$ cat config.mk
export PLATFORM = sky130hd
export DESIGN_NAME = hpc_top
export DESIGN_NICKNAME = d
export VERILOG_FILES = /design/src/verilog/hpc_pkg.sv /design/src/verilog/hpc_rtc.sv /design/src/verilog/hpc_top.sv
export VERILOG_INCLUDE_DIRS = /design/src /design/src/verilog
export SDC_FILE = /design/constraint.sdc
export NUM_CORES = 1
export LEC_CHECK = 0
export ABC_AREA = 1
export BUFFER_PORTS_ARGS = -buffer_cell sky130_fd_sc_hd__buf_2
export CAP_MARGIN = 40
export CORE_MARGIN = 1.5
export CORE_UTILIZATION = 66
export CTS_BUF_LIST = sky130_fd_sc_hd__clkbuf_2
export DETAILED_ROUTE_END_ITERATION = 7
export HOLD_SLACK_MARGIN = 0.12
export PLACE_DENSITY = 0.95
export SLEW_MARGIN = 10
export SYNTH_ARGS = -nofsm -noshare
export SYNTH_HDL_FRONTEND = slang
export SYNTH_SLANG_ARGS = --single-unit
$ cat constraint.sdc
create_clock -name clk -period 2.5 [get_ports clk]
set_input_delay 0.25 -clock clk [delete_from_list [all_inputs] [get_ports clk]]
set_output_delay 0.25 -clock clk [all_outputs]
set_load 0.05 [all_outputs]
$ cat src/verilog/hpc_cfg.svh
// constants for the hibernation power controller
// assumes a single 10 MHz system clock and an active-low asynchronous reset
// ------------------------------------------------------------
// ------------------------------------------------------------
`ifndef HPC_CFG_SVH
`define HPC_CFG_SVH

`define HPC_CLK_PERIOD_NS 32'd100
`define HPC_POR_TIME_NS 32'd1000
`define HPC_POR_CYCLES (((`HPC_POR_TIME_NS) + (`HPC_CLK_PERIOD_NS) - 32'd1) / (`HPC_CLK_PERIOD_NS))
`define HPC_POR_CNT_W 8
`define HPC_XTAL_DIV_MAX 7'h7f
`define HPC_PREDIV_NOM 15'h7fff
`define HPC_MATCH_RST 32'hffff_ffff
`define HPC_TRIM_SEC 6'h3f
`define HPC_LOWBAT_LEVEL 8'h60
`define HPC_LEVEL_W 8

`endif

$ cat src/verilog/hpc_pkg.sv
// types shared by the hibernation power controller files
// assumes hpc_cfg.svh holds the numeric constants
package hpc_pkg;

  typedef enum logic [1:0] {
    HPC_RUN = 2'b00,
    HPC_HIB = 2'b01,
    HPC_WAKE = 2'b10,
    HPC_POR = 2'b11
  } hpc_state_e;

  typedef enum logic [1:0] {
    HPC_SEL_LOAD = 2'b00,
    HPC_SEL_MATCH0 = 2'b01,
    HPC_SEL_MATCH1 = 2'b10,
    HPC_SEL_TRIM = 2'b11
  } hpc_sel_e;

  typedef struct packed {
    logic osc_enable;
    logic osc_type_select;
    logic rtc_enable;
    logic sleep_request;
    logic pin_wake_enable;
    logic match_wake_enable;
    logic low_batt_detect_enable;
    logic low_batt_abort;
  } hpc_ctrl_s;

  typedef struct packed {
    logic valid;
    hpc_sel_e sel;
    logic [31:0] data;
  } hpc_wr_s;

endpackage : hpc_pkg

$ cat src/verilog/hpc_rtc.sv
// real-time counter with predivider, trim and two match values
// assumes ref_tick is a one-cycle pulse per 32.768 kHz period
`timescale 1ns/1ps
`include "hpc_cfg.svh"
module hpc_rtc (
  input wire logic clk,
  input wire logic nrst,
  input wire logic ref_tick,
  input wire logic rtc_enable,
  input wire hpc_pkg::hpc_wr_s wr,
  output logic [31:0] count,
  output logic match_hit
);
  import hpc_pkg::*;

  logic [31:0] count_q;
  logic [31:0] m0_q;
  logic [31:0] m1_q;
  logic [14:0] trim_q;
  logic [14:0] pre_q;
  logic [5:0] sec_q;
  logic hit_q;

  wire sec_tick = rtc_enable && ref_tick && (pre_q == 15'h0000);
  // trim is used for one second in every 64
  wire [14:0] pre_reload = (sec_q == `HPC_TRIM_SEC) ? trim_q : `HPC_PREDIV_NOM;
  wire load_wr = wr.valid && (wr.sel == HPC_SEL_LOAD);

  // ------------------------------------------------------------
  // predivider and counter
  // ------------------------------------------------------------
  always_ff @(posedge clk or negedge nrst) begin
    if (!nrst) begin
      pre_q <= `HPC_PREDIV_NOM;
      sec_q <= 6'h00;
      count_q <= 32'h0000_0000;
    end else begin
      if (rtc_enable && ref_tick) begin
        pre_q <= sec_tick ? pre_reload : pre_q - 15'h0001;
      end
      if (sec_tick) begin
        sec_q <= sec_q + 6'h01;
      end
      if (load_wr) begin
        count_q <= wr.data;
      end else if (sec_tick) begin
        count_q <= count_q + 32'h0000_0001;
      end
    end
  end

  // ------------------------------------------------------------
  // match and trim values
  // ------------------------------------------------------------
  always_ff @(posedge clk or negedge nrst) begin
    if (!nrst) begin
      m0_q <= `HPC_MATCH_RST;
      m1_q <= `HPC_MATCH_RST;
      trim_q <= `HPC_PREDIV_NOM;
      hit_q <= 1'b0;
    end else begin
      if (wr.valid && wr.sel == HPC_SEL_MATCH0) m0_q <= wr.data;
      if (wr.valid && wr.sel == HPC_SEL_MATCH1) m1_q <= wr.data;
      if (wr.valid && wr.sel == HPC_SEL_TRIM) trim_q <= wr.data[14:0];
      hit_q <= (count_q == m0_q) || (count_q == m1_q);
    end
  end

  // registered, so reads may follow each other with no gap
  assign count = count_q;
  assign match_hit = hit_q;
endmodule : hpc_rtc

$ cat src/verilog/hpc_top.sv
// hibernation power controller: reference clock, write sync, power sequencing
// assumes all inputs synchronous to clk; control bits arrive as plain ports
`timescale 1ns/1ps
`include "hpc_cfg.svh"
module hpc_top (
  input wire logic clk,
  input wire logic nrst,
  input wire hpc_pkg::hpc_ctrl_s ctrl,
  input wire hpc_pkg::hpc_wr_s wr,
  output logic wr_busy,
  input wire logic wake_n,
  input wire logic vdd_good,
  input wire logic [`HPC_LEVEL_W-1:0] vdd_level,
  input wire logic [`HPC_LEVEL_W-1:0] vbat_level,
  input wire logic osc_in,
  output logic osc_out,
  output logic regulator_off_n_o,
  output logic regulator_off_n_oe,
  output logic supply_from_batt,
  output logic low_batt,
  output logic chip_por_n,
  output logic hibernating,
  output logic [31:0] rtc_counter_value
);
  import hpc_pkg::*;

  localparam logic [`HPC_POR_CNT_W-1:0] POR_LAST = `HPC_POR_CNT_W'(`HPC_POR_CYCLES - 32'd1);

  // ------------------------------------------------------------
  // reference clock
  // ------------------------------------------------------------
  logic osc_prev_q;
  logic [6:0] div_q;
  logic osc_out_q;

  wire osc_rise = osc_in && !osc_prev_q;
  wire xtal_mode = !ctrl.osc_type_select;
  wire div_wrap = (div_q == `HPC_XTAL_DIV_MAX);
  // no reference tick, so no counting, until the oscillator is enabled
  wire ref_tick = ctrl.osc_enable && osc_rise && (ctrl.osc_type_select || div_wrap);

  always_ff @(posedge clk or negedge nrst) begin
    if (!nrst) begin
      osc_prev_q <= 1'b0;
      div_q <= 7'h00;
      osc_out_q <= 1'b0;
    end else begin
      osc_prev_q <= osc_in;
      if (!ctrl.osc_enable || !xtal_mode) begin
        div_q <= 7'h00;
      end else if (osc_rise) begin
        div_q <= div_q + 7'h01;
      end
      // crystal feedback only in crystal mode; idle low otherwise
      osc_out_q <= ctrl.osc_enable && xtal_mode && !osc_in;
    end
  end

  // ------------------------------------------------------------
  // write hand-off to slow domain
  // ------------------------------------------------------------
  // a write waits for the next reference tick so it lands on the slow
  // clock; with the oscillator off it is applied on the next cycle
  hpc_wr_s pend_q;
  hpc_wr_s apply_wr;

  wire apply_now = pend_q.valid && (ref_tick || !ctrl.osc_enable);
  wire take_wr = wr.valid && !pend_q.valid;

  assign apply_wr = '{valid: apply_now, sel: pend_q.sel, data: pend_q.data};

  always_ff @(posedge clk or negedge nrst) begin
    if (!nrst) begin
      pend_q <= '0;
    end else if (take_wr) begin
      pend_q <= wr;
    end else if (apply_now) begin
      pend_q.valid <= 1'b0;
    end
  end

  assign wr_busy = pend_q.valid;

  logic rtc_match;

  hpc_rtc u_rtc (
    .clk(clk),
    .nrst(nrst),
    .ref_tick(ref_tick),
    .rtc_enable(ctrl.rtc_enable),
    .wr(apply_wr),
    .count(rtc_counter_value),
    .match_hit(rtc_match)
  );

  // ------------------------------------------------------------
  // supply selection and battery check
  // ------------------------------------------------------------
  logic supply_batt_q;
  logic low_q;
  hpc_state_e state_q;
  hpc_state_e state_d;

  wire batt_higher = vbat_level > vdd_level;
  wire batt_low_now = ctrl.low_batt_detect_enable && (vbat_level < `HPC_LOWBAT_LEVEL);

  always_ff @(posedge clk or negedge nrst) begin
    if (!nrst) begin
      supply_batt_q <= 1'b0;
      low_q <= 1'b0;
    end else begin
      supply_batt_q <= batt_higher;
      // battery is not measured while hibernating
      if (state_q != HPC_HIB) begin
        low_q <= batt_low_now;
      end
    end
  end

  assign supply_from_batt = supply_batt_q;
  assign low_batt = low_q;

  // ------------------------------------------------------------
  // power sequencer
  // ------------------------------------------------------------
  logic req_prev_q;
  logic [`HPC_POR_CNT_W-1:0] por_cnt_q;
  logic off_q;
  logic por_n_q;

  // edge, not level: the request bit may still read set after wake-up
  wire req_rise = ctrl.sleep_request && !req_prev_q;
  wire wake_any = ctrl.pin_wake_enable || ctrl.match_wake_enable;
  wire entry_block = ctrl.low_batt_abort && low_q;
  wire pin_wake = ctrl.pin_wake_enable && !wake_n;
  wire match_wake = ctrl.match_wake_enable && rtc_match;
  wire go_sleep = req_rise && wake_any && !entry_block;
  wire go_wake = pin_wake || match_wake;

  always_comb begin
    state_d = state_q;
    case (state_q)
      HPC_RUN: begin
        if (go_sleep) state_d = HPC_HIB;
      end
      HPC_HIB: begin
        if (go_wake) state_d = HPC_WAKE;
      end
      HPC_WAKE: begin
        if (vdd_good) state_d = HPC_POR;
      end
      HPC_POR: begin
        if (por_cnt_q == POR_LAST) state_d = HPC_RUN;
      end
      default: state_d = HPC_POR;
    endcase
  end

  always_ff @(posedge clk or negedge nrst) begin
    if (!nrst) begin
      state_q <= HPC_POR;
      req_prev_q <= 1'b0;
      por_cnt_q <= '0;
      off_q <= 1'b0;
      por_n_q <= 1'b0;
    end else begin
      state_q <= state_d;
      req_prev_q <= ctrl.sleep_request;
      por_cnt_q <= (state_q == HPC_POR) ? por_cnt_q + 1'b1 : '0;
      off_q <= (state_d == HPC_HIB);
      por_n_q <= (state_d == HPC_RUN);
    end
  end

  // open drain: low while hibernating, released otherwise
  assign regulator_off_n_o = 1'b0;
  assign regulator_off_n_oe = off_q;
  assign hibernating = off_q;
  assign chip_por_n = por_n_q;
  assign osc_out = osc_out_q;
endmodule : hpc_top

Yosys cells after proc, flatten, opt, wreduce, memory -nomap -nowiden. Index checks and enable logic that the tools add are counted.

Bits in registers: 192. Bits in latches: 0. Memory bits (writable): 0. Bits in read-only memories: 0. Bits of input ports: 64. Logic and storage cells: 95. Memories kept: 0.

Add/sub/neg operators: 5. $mul: 0. Divide/modulo/power cells: 0. Magnitude comparators: 2. Equal/unequal tests: 13. Shifts and indexed selects: 0. Mux-type cells: 14. Bitwise gates (word level): 0. Reduce and logical (&&, ||, !) cells: 41.

Operators with widths (count): 32-bit equality test (2); 32-bit 2-to-1 mux (2); 32-bit by 1-bit adder with 32-bit output (second input constant) (1); 15-bit 2-to-1 mux (2); 1-bit logical AND (20); 15-bit zero test (1); 15-bit by 1-bit subtractor with 15-bit output (second input constant) (1); 7-bit 2-to-1 mux (2); 8-bit by 1-bit adder with 8-bit output (second input constant) (1); 2-bit equality test (second input constant) (4); 8-bit by 4-bit equality test with 1-bit output (second input constant) (1); 8-bit > comparator (1); 1-bit zero test (8); 8-bit by 7-bit less-than comparator with 1-bit output (second input constant) (1); 2-bit 2-to-1 mux (4); 8-bit 2-to-1 mux (1); 2-bit one-hot mux with 4 select lines (1); 7-bit by 1-bit adder with 7-bit output (second input constant) (1); 7-bit equality test (second input constant) (1); 6-bit by 1-bit adder with 6-bit output (second input constant) (1); 2-bit by 1-bit equality test with 1-bit output (second input constant) (3); 6-bit equality test (second input constant) (1); 2-bit zero test (3); 1-bit logical OR (6); other kinds (3) (6).

Longest topological paths before layout. Gate-level depths: netlist (run 1).

Depth in word-level cells: 8. Mapped depth: 12. Depth with buffers taken out: 11.

By module. From an unflattened synthesis (run 1), not the netlist that was laid out.

Cells, all modules: 1454. Area total of the unflattened synthesis: 10602.7 sq um.

By module, submodules not included: hpc_rtc (instances 1, cells an instance 1128, area each 7881.3 sq um); hpc_top (instances 1, cells an instance 326, area each 2721.4 sq um).

Worst setup path before layout (run 1). No wires, ideal clock.

Path type: register to register. Start point: reg u_rtc.count_q[1] (netlist: u_rtc.count[1]). End point: reg u_rtc.count_q[20] (netlist: u_rtc.count[20]). Setup time: 125 ps. Arrival: 1882 ps. Slack: 494 ps. Cell stages (with the launch flop): 11. Period minus slack after synthesis: 2006 ps. Cells stage by stage: dfrtp_1 > ha_1 > inv_1 > nor2_1 > nand2_1 > nor2_1 > nand2_1 > nand2_1 > nand2_1 > nand3_1 > nand3_1.

Cells in the longest elaborated chain, start to end: 3.

Ends and longest elaborated chain: start, declared (RTL line hpc_rtc.sv:16) `logic [31:0] count_q;`; start signal, assigned (RTL line hpc_rtc.sv:45) `count_q <= wr.data;`; start signal, assigned (RTL line hpc_rtc.sv:47) `count_q <= count_q + 32'h0000_0001;`; 32-bit by 1-bit adder with 32-bit output (RTL line hpc_rtc.sv:47); 32-bit 2-to-1 mux (RTL line hpc_rtc.sv:46) `end else if (sec_tick) begin`; 32-bit 2-to-1 mux (RTL line hpc_rtc.sv:44) `if (load_wr) begin`.

No other way between the ends. The select of a mux whose other input is x is not followed. A chain may end at the register's enable or synchronous reset.

Worst setup path after layout (run 1).
Start point: in vbat_level[7]. End point: reg supply_batt_q (netlist: supply_from_batt).

Cells in the longest elaborated chain, start to end: 1.

Ends and longest elaborated chain: start, declared (RTL line hpc_top.sv:14) `` input wire logic [`HPC_LEVEL_W-1:0] vbat_level, ``; 8-bit > comparator (RTL line hpc_top.sv:104) `wire batt_higher = vbat_level > vdd_level;`; via batt_higher (RTL line hpc_top.sv:104); end signal, assigned (RTL line hpc_top.sv:112) `supply_batt_q <= batt_higher;`; end, declared (RTL line hpc_top.sv:99) `logic supply_batt_q;`.

The timed path passes the listed nets, and every way through them passes these cells.

==> flow_summary.ini, run 1 <==
[timing]
hold_viol_final = 0
setup_viol = 0
fin_ws_ns = 0.08489
fin_crit_sh_pct = 96.60
slew_viol_final = 0
relSlewSlack_pct = 51.57
setup_tns_ns = 0
min_period_ns = 2.415
fmax_mhz = 414.1
worstMarginPinSlew_ns = 0.7238
skew_ns = 0.04527

[critical_path]
crit_chain = dlygate4sd3_1 -> buf_2 -> ha_1 -> dlygate4sd3_1 -> a211oi_2 -> dlygate4sd3_1 -> a21oi_1 -> dlygate4sd3_1
crit-reg2reg-capture = apply_wr[32]
path_class = in2reg
path_delay_family = buffers and inverters
cp-startpoint = vbat_level[7]
critPathRequiredTime_ns = 3.21
r2r-start = wr_busy
cp_max_fo = 2
slowest_stage = dlygate4sd3_1
r2r_cells = 7
arrival_ns = 3.13
path_depth = 8
r2r_setup_slack_ns = 0.09
critPathMaxStageDelay_ns = 0.59
startpoint_type = input port
cpMostUsedCell = dlygate4sd3_1
path_buf_inv = 5
worstSetupEndpointType = flip-flop

[yosys]
synth_area_leaders = dfstp_2 24%, dfrtp_1 23%, nand2_1 13%, nand3_1 11%, nor2_1 3.6%
synth_cell_types = 36
ys_seq_area_share_pct = 46.48
synth_edf_count = 0
yosysWarnings = 0
synth_async_sr_flop_share_pct = 100.0
synth_top_area_share_pct = 23.80
synthMostInstantiatedCell = nand2_1
ys.flop_type = dfstp_2
synth-seq-cells = 192
synthCells = 1332
synth_commonest_cells = 376 x nand2_1, 231 x nand3_1, 103 x nor2_1
yosys.area.top_type = dfstp_2
syn-num-nets = 1411
syn_area_sq_um = 10600
post_synth.cell_area_avg_sq_um = 7.955

[cells_and_area]
multi_input_area_sq_um = 5026
drive_gt1_share_pct = 20.50
final_area_sq_um = 12460
area_growth_pct = 17.58
finalNetCount = 1573
seq_area_sq_um = 4925
fillCellCount = 985

[clocking]
clockBufferDepth = 2
cts_buffers = 17
cts_tree = built
clock_latency_ns = 0.81
path_clk_slew_ns = 0.29
cts_htree_levels = 4
cts.sinks = 192
cts-root-buf = clkbuf_2

[detailed_routing]
drc = 0
wl_um = 29400
drtPass1Iterations = 8
num_vias = 10220
drt_iter0_drc = 1332
wl_per_cell_um = 17.05
via_per_inst = 5.927
final_antenna_net_count = 0

[die]
initial_core_util_pct = 67.19
fp.dieW_um = 129.7
die_h_um = 129.7
core_sq_um = 15770
dieArea_sq_um = 16820
io-pin-count = 104
num_rows = 46

[placed_design]
gp_congestion = 0.9598
placed_area_sq_um = 11270
io_buffers = 102
dp_slack_ns = 0.3236
dp_hpwl_um = 18220

[grt]
gr-total-overflow = 0
grt_pass1_wl_um = 47080
grt_max_degree = 73
grt_pass1_vias = 9884
grtUsageTotal_pct = 35.84
antenna_found_initial = 1

[power_and_ir_drop]
peakVddDrop_mv = 0.6290
p_leak_nw = 5.778
p_per_area_nw_per_um2 = 1014

[job]
drv_cap = 0

[worst_hold_path]
holdCritPathClass = in2async

[outcome]
status = finished, final reports clean
final cells by class:
| cell class | count | area share (%) |
|---|---|---|
| multi-input cells | 980 | 40.34 |
| flip-flops and latches | 192 | 39.53 |
| inverters | 91 | 2.742 |
| well taps | 216 | 2.169 |
| clock buffers | 17 | 0.6829 |
| clock inverters | 15 | 1.255 |
| diodes | 1 | 0.02008 |
| repair buffers | 212 | 13.27 |
worst max path at each step:
stage	slack [ns]	endpoint
3_5_place_dp	0.32	u_rtc.count[21]
6_report	0.08	supply_from_batt
3_3_place_gp	0.51	u_rtc.count[26]
4_1_cts	0.17	apply_wr[32]
5_1_grt	-0.05	u_rtc.count[5]
2_1_floorplan	0.49	u_rtc.count[20]
repair_timing:
| item | CTS | global route |
|---|---|---|
| gates resized for setup | 0 | 3 |
| endpoints found under the hold margin | 286 | 0 |
| hold buffers | 92 | 0 |
| buffers inserted | 0 | 0 |
| setup endpoints to repair | 0 | 2 |
power breakdown:
part	switching (W)	internal, W	total [W]
logic	0.00311	0.00193	0.00505
clock network	0.00113	0.000468	0.00160
registers	0.00134	0.00466	0.00599
total	0.00558	0.00706	0.0126
layout by cell type, fill, tap and decap left out, types with 6 or more instances in the layout:
master,instances
nor2_1,100
buf_12,6
nor3_1,20
inv_1,87
buf_4,12
a21oi_1,29
dlygate4sd3_1,91
xnor2_1,44
ha_1,15
dfrtp_1,96
nand3b_1,10
nand3_1,231
xor2_1,28
clkbuf_2,17
dfstp_2,96
mux2_2,32
or2_2,8
o21ai_0,50
nand4_1,7
nor2_2,7
buf_2,101
nand2_1,376
metal layers:
layer / GRT usage (%) / share of wire [%] / routed length, um
met1: 45.36 / 38 / 11250
met2: 58.39 / 48 / 14160
met3: 7.667 / 9.2 / 2712
met4: 18.69 / 4.3 / 1269
met5: 0 / 0 / 0
state kept, by name, indices dropped and copies added, names as in the netlist:
name / cells
apply_wr: 34
chip_por_n: 1
div_q: 7
hibernating: 1
low_batt: 1
osc_out: 1
osc_prev_q: 1
por_cnt_q: 8
req_prev_q: 1
state_q: 2
supply_from_batt: 1
u_rtc.count: 32
u_rtc.m0_q: 32
u_rtc.m1_q: 32
u_rtc.match_hit: 1
u_rtc.pre_q: 15
u_rtc.sec_q: 6
u_rtc.trim_q: 15
wr_busy: 1
logic make-up (layout without fill, tap and decap cells):
family | Yosys count | after routing | synth area share, %
multiplexers | 32 | 32 | 3.401
AO/OA/AOI/OAI | 91 | 91 | 4.605
buffers and inverters | 160 | 335 | 6.211
XOR/XNOR | 72 | 72 | 5.951
other | 1 | 2 | 0.03539
adder cells (fa/ha/maj) | 15 | 15 | 1.771
AND/OR/NAND/NOR | 769 | 769 | 31.55
flip-flops | 192 | 192 | 46.48
per-stage QoR:
| step | util (%) | cells | hold slack [ns] | power, W |
|---|---|---|---|---|
| after CTS | 78.91 | 1723 | 0.1290 | 0.01240 |
| after global routing | 79.01 | 1724 | 0.1258 | 0.01336 |
| after detailed placement | 71.48 | 1599 | 0.2635 | 0.01054 |
| final | 79.01 | 1724 | 0.1408 | 0.01263 |
| after floorplan | - | 1332 | -0.04559 | 0.009273 |
| after global placement | 71.48 | 1599 | 0.2582 | 0.01022 |
No activity file was read; power rests on OpenSTA's default activity.
==> run 2: changes to the inputs <==
==> constraint.sdc (replaced) <==
create_clock -name clk -period 3.05 [get_ports clk]
set_input_delay 0.305 -clock clk [delete_from_list [all_inputs] [get_ports clk]]
set_output_delay 0.305 -clock clk [all_outputs]
set_load 0.05 [all_outputs]
==> run 2 against run 1 <==
  * Final cell count is 2.2% lower
  * First-iteration DRC count is 15% lower
  * Via count is 4.9% lower
  * Die area stayed put
  * Clock skew is 0.019 ns lower
  * Global-route usage is 1.8 points lower
  * Critical path type is now reg2reg
  * Critical endpoint is now u_rtc.count[19]
  * Largest cell class unchanged
  * Largest power group unchanged
==> flow_summary.ini, run 2 (synthesis gave the netlist of run 1 again) <==
[detailed_routing]
drt_iter0_drc = 1129
via_per_inst = 5.764
drtPass1Iterations = 6
drc = 0
final_antenna_net_count = 0
wl_per_cell_um = 16.24
wl_um = 27390
num_vias = 9718

[clocking]
path_clk_slew_ns = 0.25
clock_latency_ns = 0.79
cts_buffers = 17
cts_htree_levels = 4
cts.sinks = 192
cts_tree = built
cts-root-buf = clkbuf_2
clockBufferDepth = 2

[timing]
setup_viol = 0
fin_ws_ns = 0.5382
fmax_mhz = 398.1
slew_viol_final = 0
skew_ns = 0.02620
rsz0062_at_grt = false
min_period_ns = 2.512
worstMarginPinSlew_ns = 0.7459
setup_tns_ns = 0
relSlewSlack_pct = 50.22
hold_viol_final = 0
fin_crit_sh_pct = 82.35

[grt]
antenna_found_initial = 1
busiest_layer = met2
grt_util_met2_pct = 54.19
grtUsageTotal_pct = 34.00
grt_pass1_wl_um = 44640
met1_usage_pct = 45.07
grt_max_degree = 70
gr-usage-met3_pct = 6.806
grt_pass1_vias = 9157
gr-total-overflow = 0

[critical_path]
crit_chain = ha_1 -> nand2_1 -> nor2_4 -> nand2_1 -> nand2_1 -> nand2_2 -> nand2_1 -> nand3_2 -> buf_12 -> nand3_1 -> nand3_1
cpMostUsedCell = nand2_1
r2r_setup_slack_ns = 0.54
path_depth = 11
slowest_stage = nand3_2
path_delay_family = simple AND/OR/NAND/NOR gates
crit-reg2reg-capture = u_rtc.count[19]
arrival_ns = 3.21
path_class = reg2reg
startpoint_type = flip-flop
cp_max_fo = 33
r2r-start = div_q[1]
worstSetupEndpointType = flip-flop
critPathRequiredTime_ns = 3.75
critPathMaxStageDelay_ns = 0.52
path_buf_inv = 1
r2r_cells = 11

[worst_hold_path]
whs_path_depth = 2
min_to = osc_prev_q
hp-start = osc_in
holdCritPathClass = in2reg

[placed_design]
dp_slack_ns = 0.6529
gp_congestion = 0.9851
io_buffers = 102
dp_hpwl_um = 17990
placed_cells_incl_taps = 1597

[job]
drv_cap = 0

[cells_and_area]
final_cell_mix = 376 x nand2_1, 231 x nand3_1, 101 x buf_2
area_growth_pct = 13.48
finalNetCount = 1535
largest_reg_flops = 34
final_cells = 1686
final_common_cell = nand2_1
drive_gt1_share_pct = 20.83

[outcome]
status = finished, final reports clean

[power_and_ir_drop]
p_per_area_nw_per_um2 = 830.5
peakVddDrop_mv = 0.5137
p_leak_nw = 5.607

[die]
num_rows = 46
core_sq_um = 15770
fp.dieW_um = 129.7
io-pin-count = 104
die_h_um = 129.7
initial_core_util_pct = 67.19
dieArea_sq_um = 16820
run 2: cell types whose count changed in the layout (fill, tap and decap cells not counted), moves of 2 or more:
cell and delta:
dlygate4sd3_1 -36, clkbuf_2 +4, inv_6 -4, buf_12 -2
clkinv_2 +2
run 2: how the worst max path moves through the flow:
stage | slack (ns) | endpoint | from
final | 0.54 | u_rtc.count[19] | div_q[1]
after global routing | 0.35 | u_rtc.count[15] | div_q[1]
after CTS | 0.58 | u_rtc.count[15] | div_q[1]
after detailed placement | 0.65 | u_rtc.count[17] | div_q[1]
after global placement | 0.81 | u_rtc.count[14] | div_q[0]
after floorplan | 1.04 | u_rtc.count[20] | u_rtc.count[1]
run 2: what timing repair did:
action / 4_1_cts / 5_1_grt
gates resized for setup: 0 / 0
hold buffers: 56 / 0
hold endpoints to repair: 245 / 0
setup buffers: 0 / 0
run 2: cell type report:
cell class,instances,area (sq um)
Clock buffer,21,105.1
Clock inverter,11,115.1
Antenna cell,1,2.502
Fill cell,1128,3745
Tap cell,216,270.3
Timing Repair Buffer,174,1245
Multi-Input combinational cell,980,5021
Inverter,91,341.6
Sequential cell,192,4925
run 2: power by group:
| part | switching (W) | internal (W) |
|---|---|---|
| clock | 0.000836 | 0.000381 |
| sequential | 0.00107 | 0.00382 |
| combinational | 0.00244 | 0.00144 |
run 2: metal layers:
layer  vias to the layer above  part of all wire [%]
li1                       4556                     -
met1                      4594                    41
met2                       478                    47
met3                        90                   8.3
met4                         0                   3.5
met5                         -                     0
run 2: through the flow:
step / instance area (sq um) / util, % / power, W / hold WS (ns)
2_1_floorplan: 10600 / - / 0.007601 / 0.009409
3_3_place_gp: 11230 / 71.22 / 0.008395 / 0.2842
3_5_place_dp: 11230 / 71.22 / 0.008619 / 0.2848
4_1_cts: 12020 / 76.24 / 0.009910 / 0.1245
5_1_grt: 12020 / 76.24 / 0.01061 / 0.1276
6_report: 12030 / 76.25 / 0.009987 / 0.1704
==> run 3: changes to the inputs <==
--- a/config.mk
+++ b/config.mk
@@ -10,11 +10,11 @@
 export BUFFER_PORTS_ARGS = -buffer_cell sky130_fd_sc_hd__buf_2
 export CAP_MARGIN = 40
 export CORE_MARGIN = 1.5
-export CORE_UTILIZATION = 66
+export CORE_UTILIZATION = 56
 export CTS_BUF_LIST = sky130_fd_sc_hd__clkbuf_2
 export DETAILED_ROUTE_END_ITERATION = 7
 export HOLD_SLACK_MARGIN = 0.12
-export PLACE_DENSITY = 0.95
+export PLACE_DENSITY = 0.9
 export SLEW_MARGIN = 10
 export SYNTH_ARGS = -nofsm -noshare
 export SYNTH_HDL_FRONTEND = slang
==> constraint.sdc (replaced) <==
create_clock -name clk -period 2.27 [get_ports clk]
set_input_delay 0.227 -clock clk [delete_from_list [all_inputs] [get_ports clk]]
set_output_delay 0.227 -clock clk [all_outputs]
set_load 0.05 [all_outputs]
==> run 3 against run 2 <==
  * The run now ends with DRC left
  * Combinational power up 37%
  * Via count up 0.78%
  * Sequential power up 34%
  * Critical path type unchanged
  * Highest routed layer unchanged
==> flow_summary.ini, run 3 (synthesis gave the netlist of run 1 again) <==
[grt]
grt_max_degree = 65
antenna_found_initial = 1
grt_pass1_vias = 9200
grt_pass1_wl_um = 44460
gr-total-overflow = 0
grtUsageTotal_pct = 27.99

[die]
core_sq_um = 18640
dieArea_sq_um = 19760
initial_core_util_pct = 56.84
num_rows = 50
die_h_um = 140.6
io-pin-count = 104
fp.dieW_um = 140.6

[power_and_ir_drop]
p_sw_share_pct = 44.30
finalPower_w = 0.01335
p_leak_nw = 5.715
p_sw_w = 0.005915
power_frac_clock_pct = 11.1
pwr-share-comb_pct = 39.9
p_per_area_nw_per_um2 = 1084
internal-power_w = 0.007437
peakVddDrop_mv = 0.5289
seq_power_share_pct = 48.9

[timing]
min_period_ns = 2.173
skew_ns = 0.04098
worstMarginPinSlew_ns = 0.5358
relSlewSlack_pct = 64.28
fin_crit_sh_pct = 95.74
hold_ws_ns = 0.1808
setup_viol = 0
hold_viol_final = 0
fmax_mhz = 460.1
slew_viol_final = 0
fin_ws_ns = 0.09674

[clocking]
cts-root-buf = clkbuf_2
clockBufferDepth = 2
cts.sinks = 192
cts_buffers = 17
cts_htree_levels = 4
path_clk_slew_ns = 0.26
cts_tree = built
clock_latency_ns = 0.80

[critical_path]
critPathMaxStageDelay_ns = 0.56
path_class = reg2reg
crit-reg2reg-capture = apply_wr[18]
r2r_cells = 5
arrival_ns = 2.89
cp_max_fo = 37
r2r_setup_slack_ns = 0.1
r2r-start = wr_busy
path_delay_family = buffers and inverters
critPathRequiredTime_ns = 2.98
worstSetupEndpointType = flip-flop
path_buf_inv = 3
slowest_stage = dlygate4sd3_1
startpoint_type = flip-flop
crit_chain = inv_1 -> nand2_1 -> buf_4 -> mux2_2 -> dlygate4sd3_1

[placed_design]
dp_hpwl_um = 18080
placed_cells_incl_taps = 1621
gp_congestion = 0.9654
io_buffers = 102
placed_area_sq_um = 11350
dp_slack_ns = 0.1418

[cells_and_area]
largest_reg_flops = 34
fillCellCount = 1502
final_cells = 1729
final_common_cell = nand2_1
final_area_sq_um = 12320
seq_area_sq_um = 4925
final_cell_mix = 376 x nand2_1, 231 x nand3_1, 101 x buf_2
multi_input_area_sq_um = 5040
drive_gt1_share_pct = 21.22
area_growth_pct = 16.22
finalNetCount = 1560

[worst_hold_path]
holdCritPathClass = in2reg
min_to = apply_wr[26]
hp-start = wr[26]
whs_path_depth = 3

[outcome]
violations = DRC
status = complete, but fails checks

[job]
drv_cap = 0

[detailed_routing]
wl_um = 27340
num_vias = 9794
drtPass1Iterations = 8
via_per_inst = 5.665
final_antenna_net_count = 0
drc = 1
wl_per_cell_um = 15.81
drt_iter0_drc = 1007
[run 3: power by group through the flow]
stage	Clock (W)	Sequential (W)	Combinational, W
floorplan	0	0.00689	0.00332
global placement	0	0.00648	0.00487
detailed placement	0	0.00655	0.00508
CTS	0.00150	0.00649	0.00527
global route	0.00164	0.00670	0.00589
finish	0.00148	0.00654	0.00533
[run 3: worst max path at each step]
stage / depth (start not counted) / from / endpoint
after floorplan: 10 / u_rtc.count[1] / u_rtc.count[20]
after global placement: 11 / div_q[0] / u_rtc.trim_q[9]
after detailed placement: 11 / div_q[0] / u_rtc.trim_q[9]
after CTS: 8 / vbat_level[7] / supply_from_batt
after global routing: 12 / div_q[0] / u_rtc.trim_q[2]
final: 5 / wr_busy / apply_wr[18]
[run 3: area by class of cell]
type | instances | share of cell area (%)
Antenna cell | 1 | 0.02032
Clock buffer | 18 | 0.7315
Clock inverter | 14 | 0.7620
Inverter | 91 | 2.774
Multi-Input combinational cell | 981 | 40.92
Sequential cell | 192 | 39.99
Tap cell | 234 | 2.377
Timing Repair Buffer | 198 | 12.43
[run 3: per-layer routing]
layer	global-route usage, %	vias to the layer above	wire length, um
li1	-	4617	-
met1	38.19	4663	11580
met2	44.95	454	12860
met3	4.615	60	2136
met4	11.13	0	756
met5	0	-	0
[run 3: per-stage QoR]
stage,utilization (%),setup TNS (ns)
after detailed placement,60.88,0
after global routing,66.06,-0.01301
after CTS,65.84,0
after floorplan,-,0
after global placement,60.88,0
final,66.06,0
[run 3: timing repair]
action / 4_1_cts / 5_1_grt
hold endpoints to repair: 365 / 1
hold buffers: 73 / 1
endpoints found under the setup margin: 0 / 18
gates resized for setup: 0 / 3
setup buffers: 0 / 1
[run 3: worst min-delay path: cells and delay by family]
family,cells,cell delay (ns)
mux,1,0.12
buf+inv,2,0.60
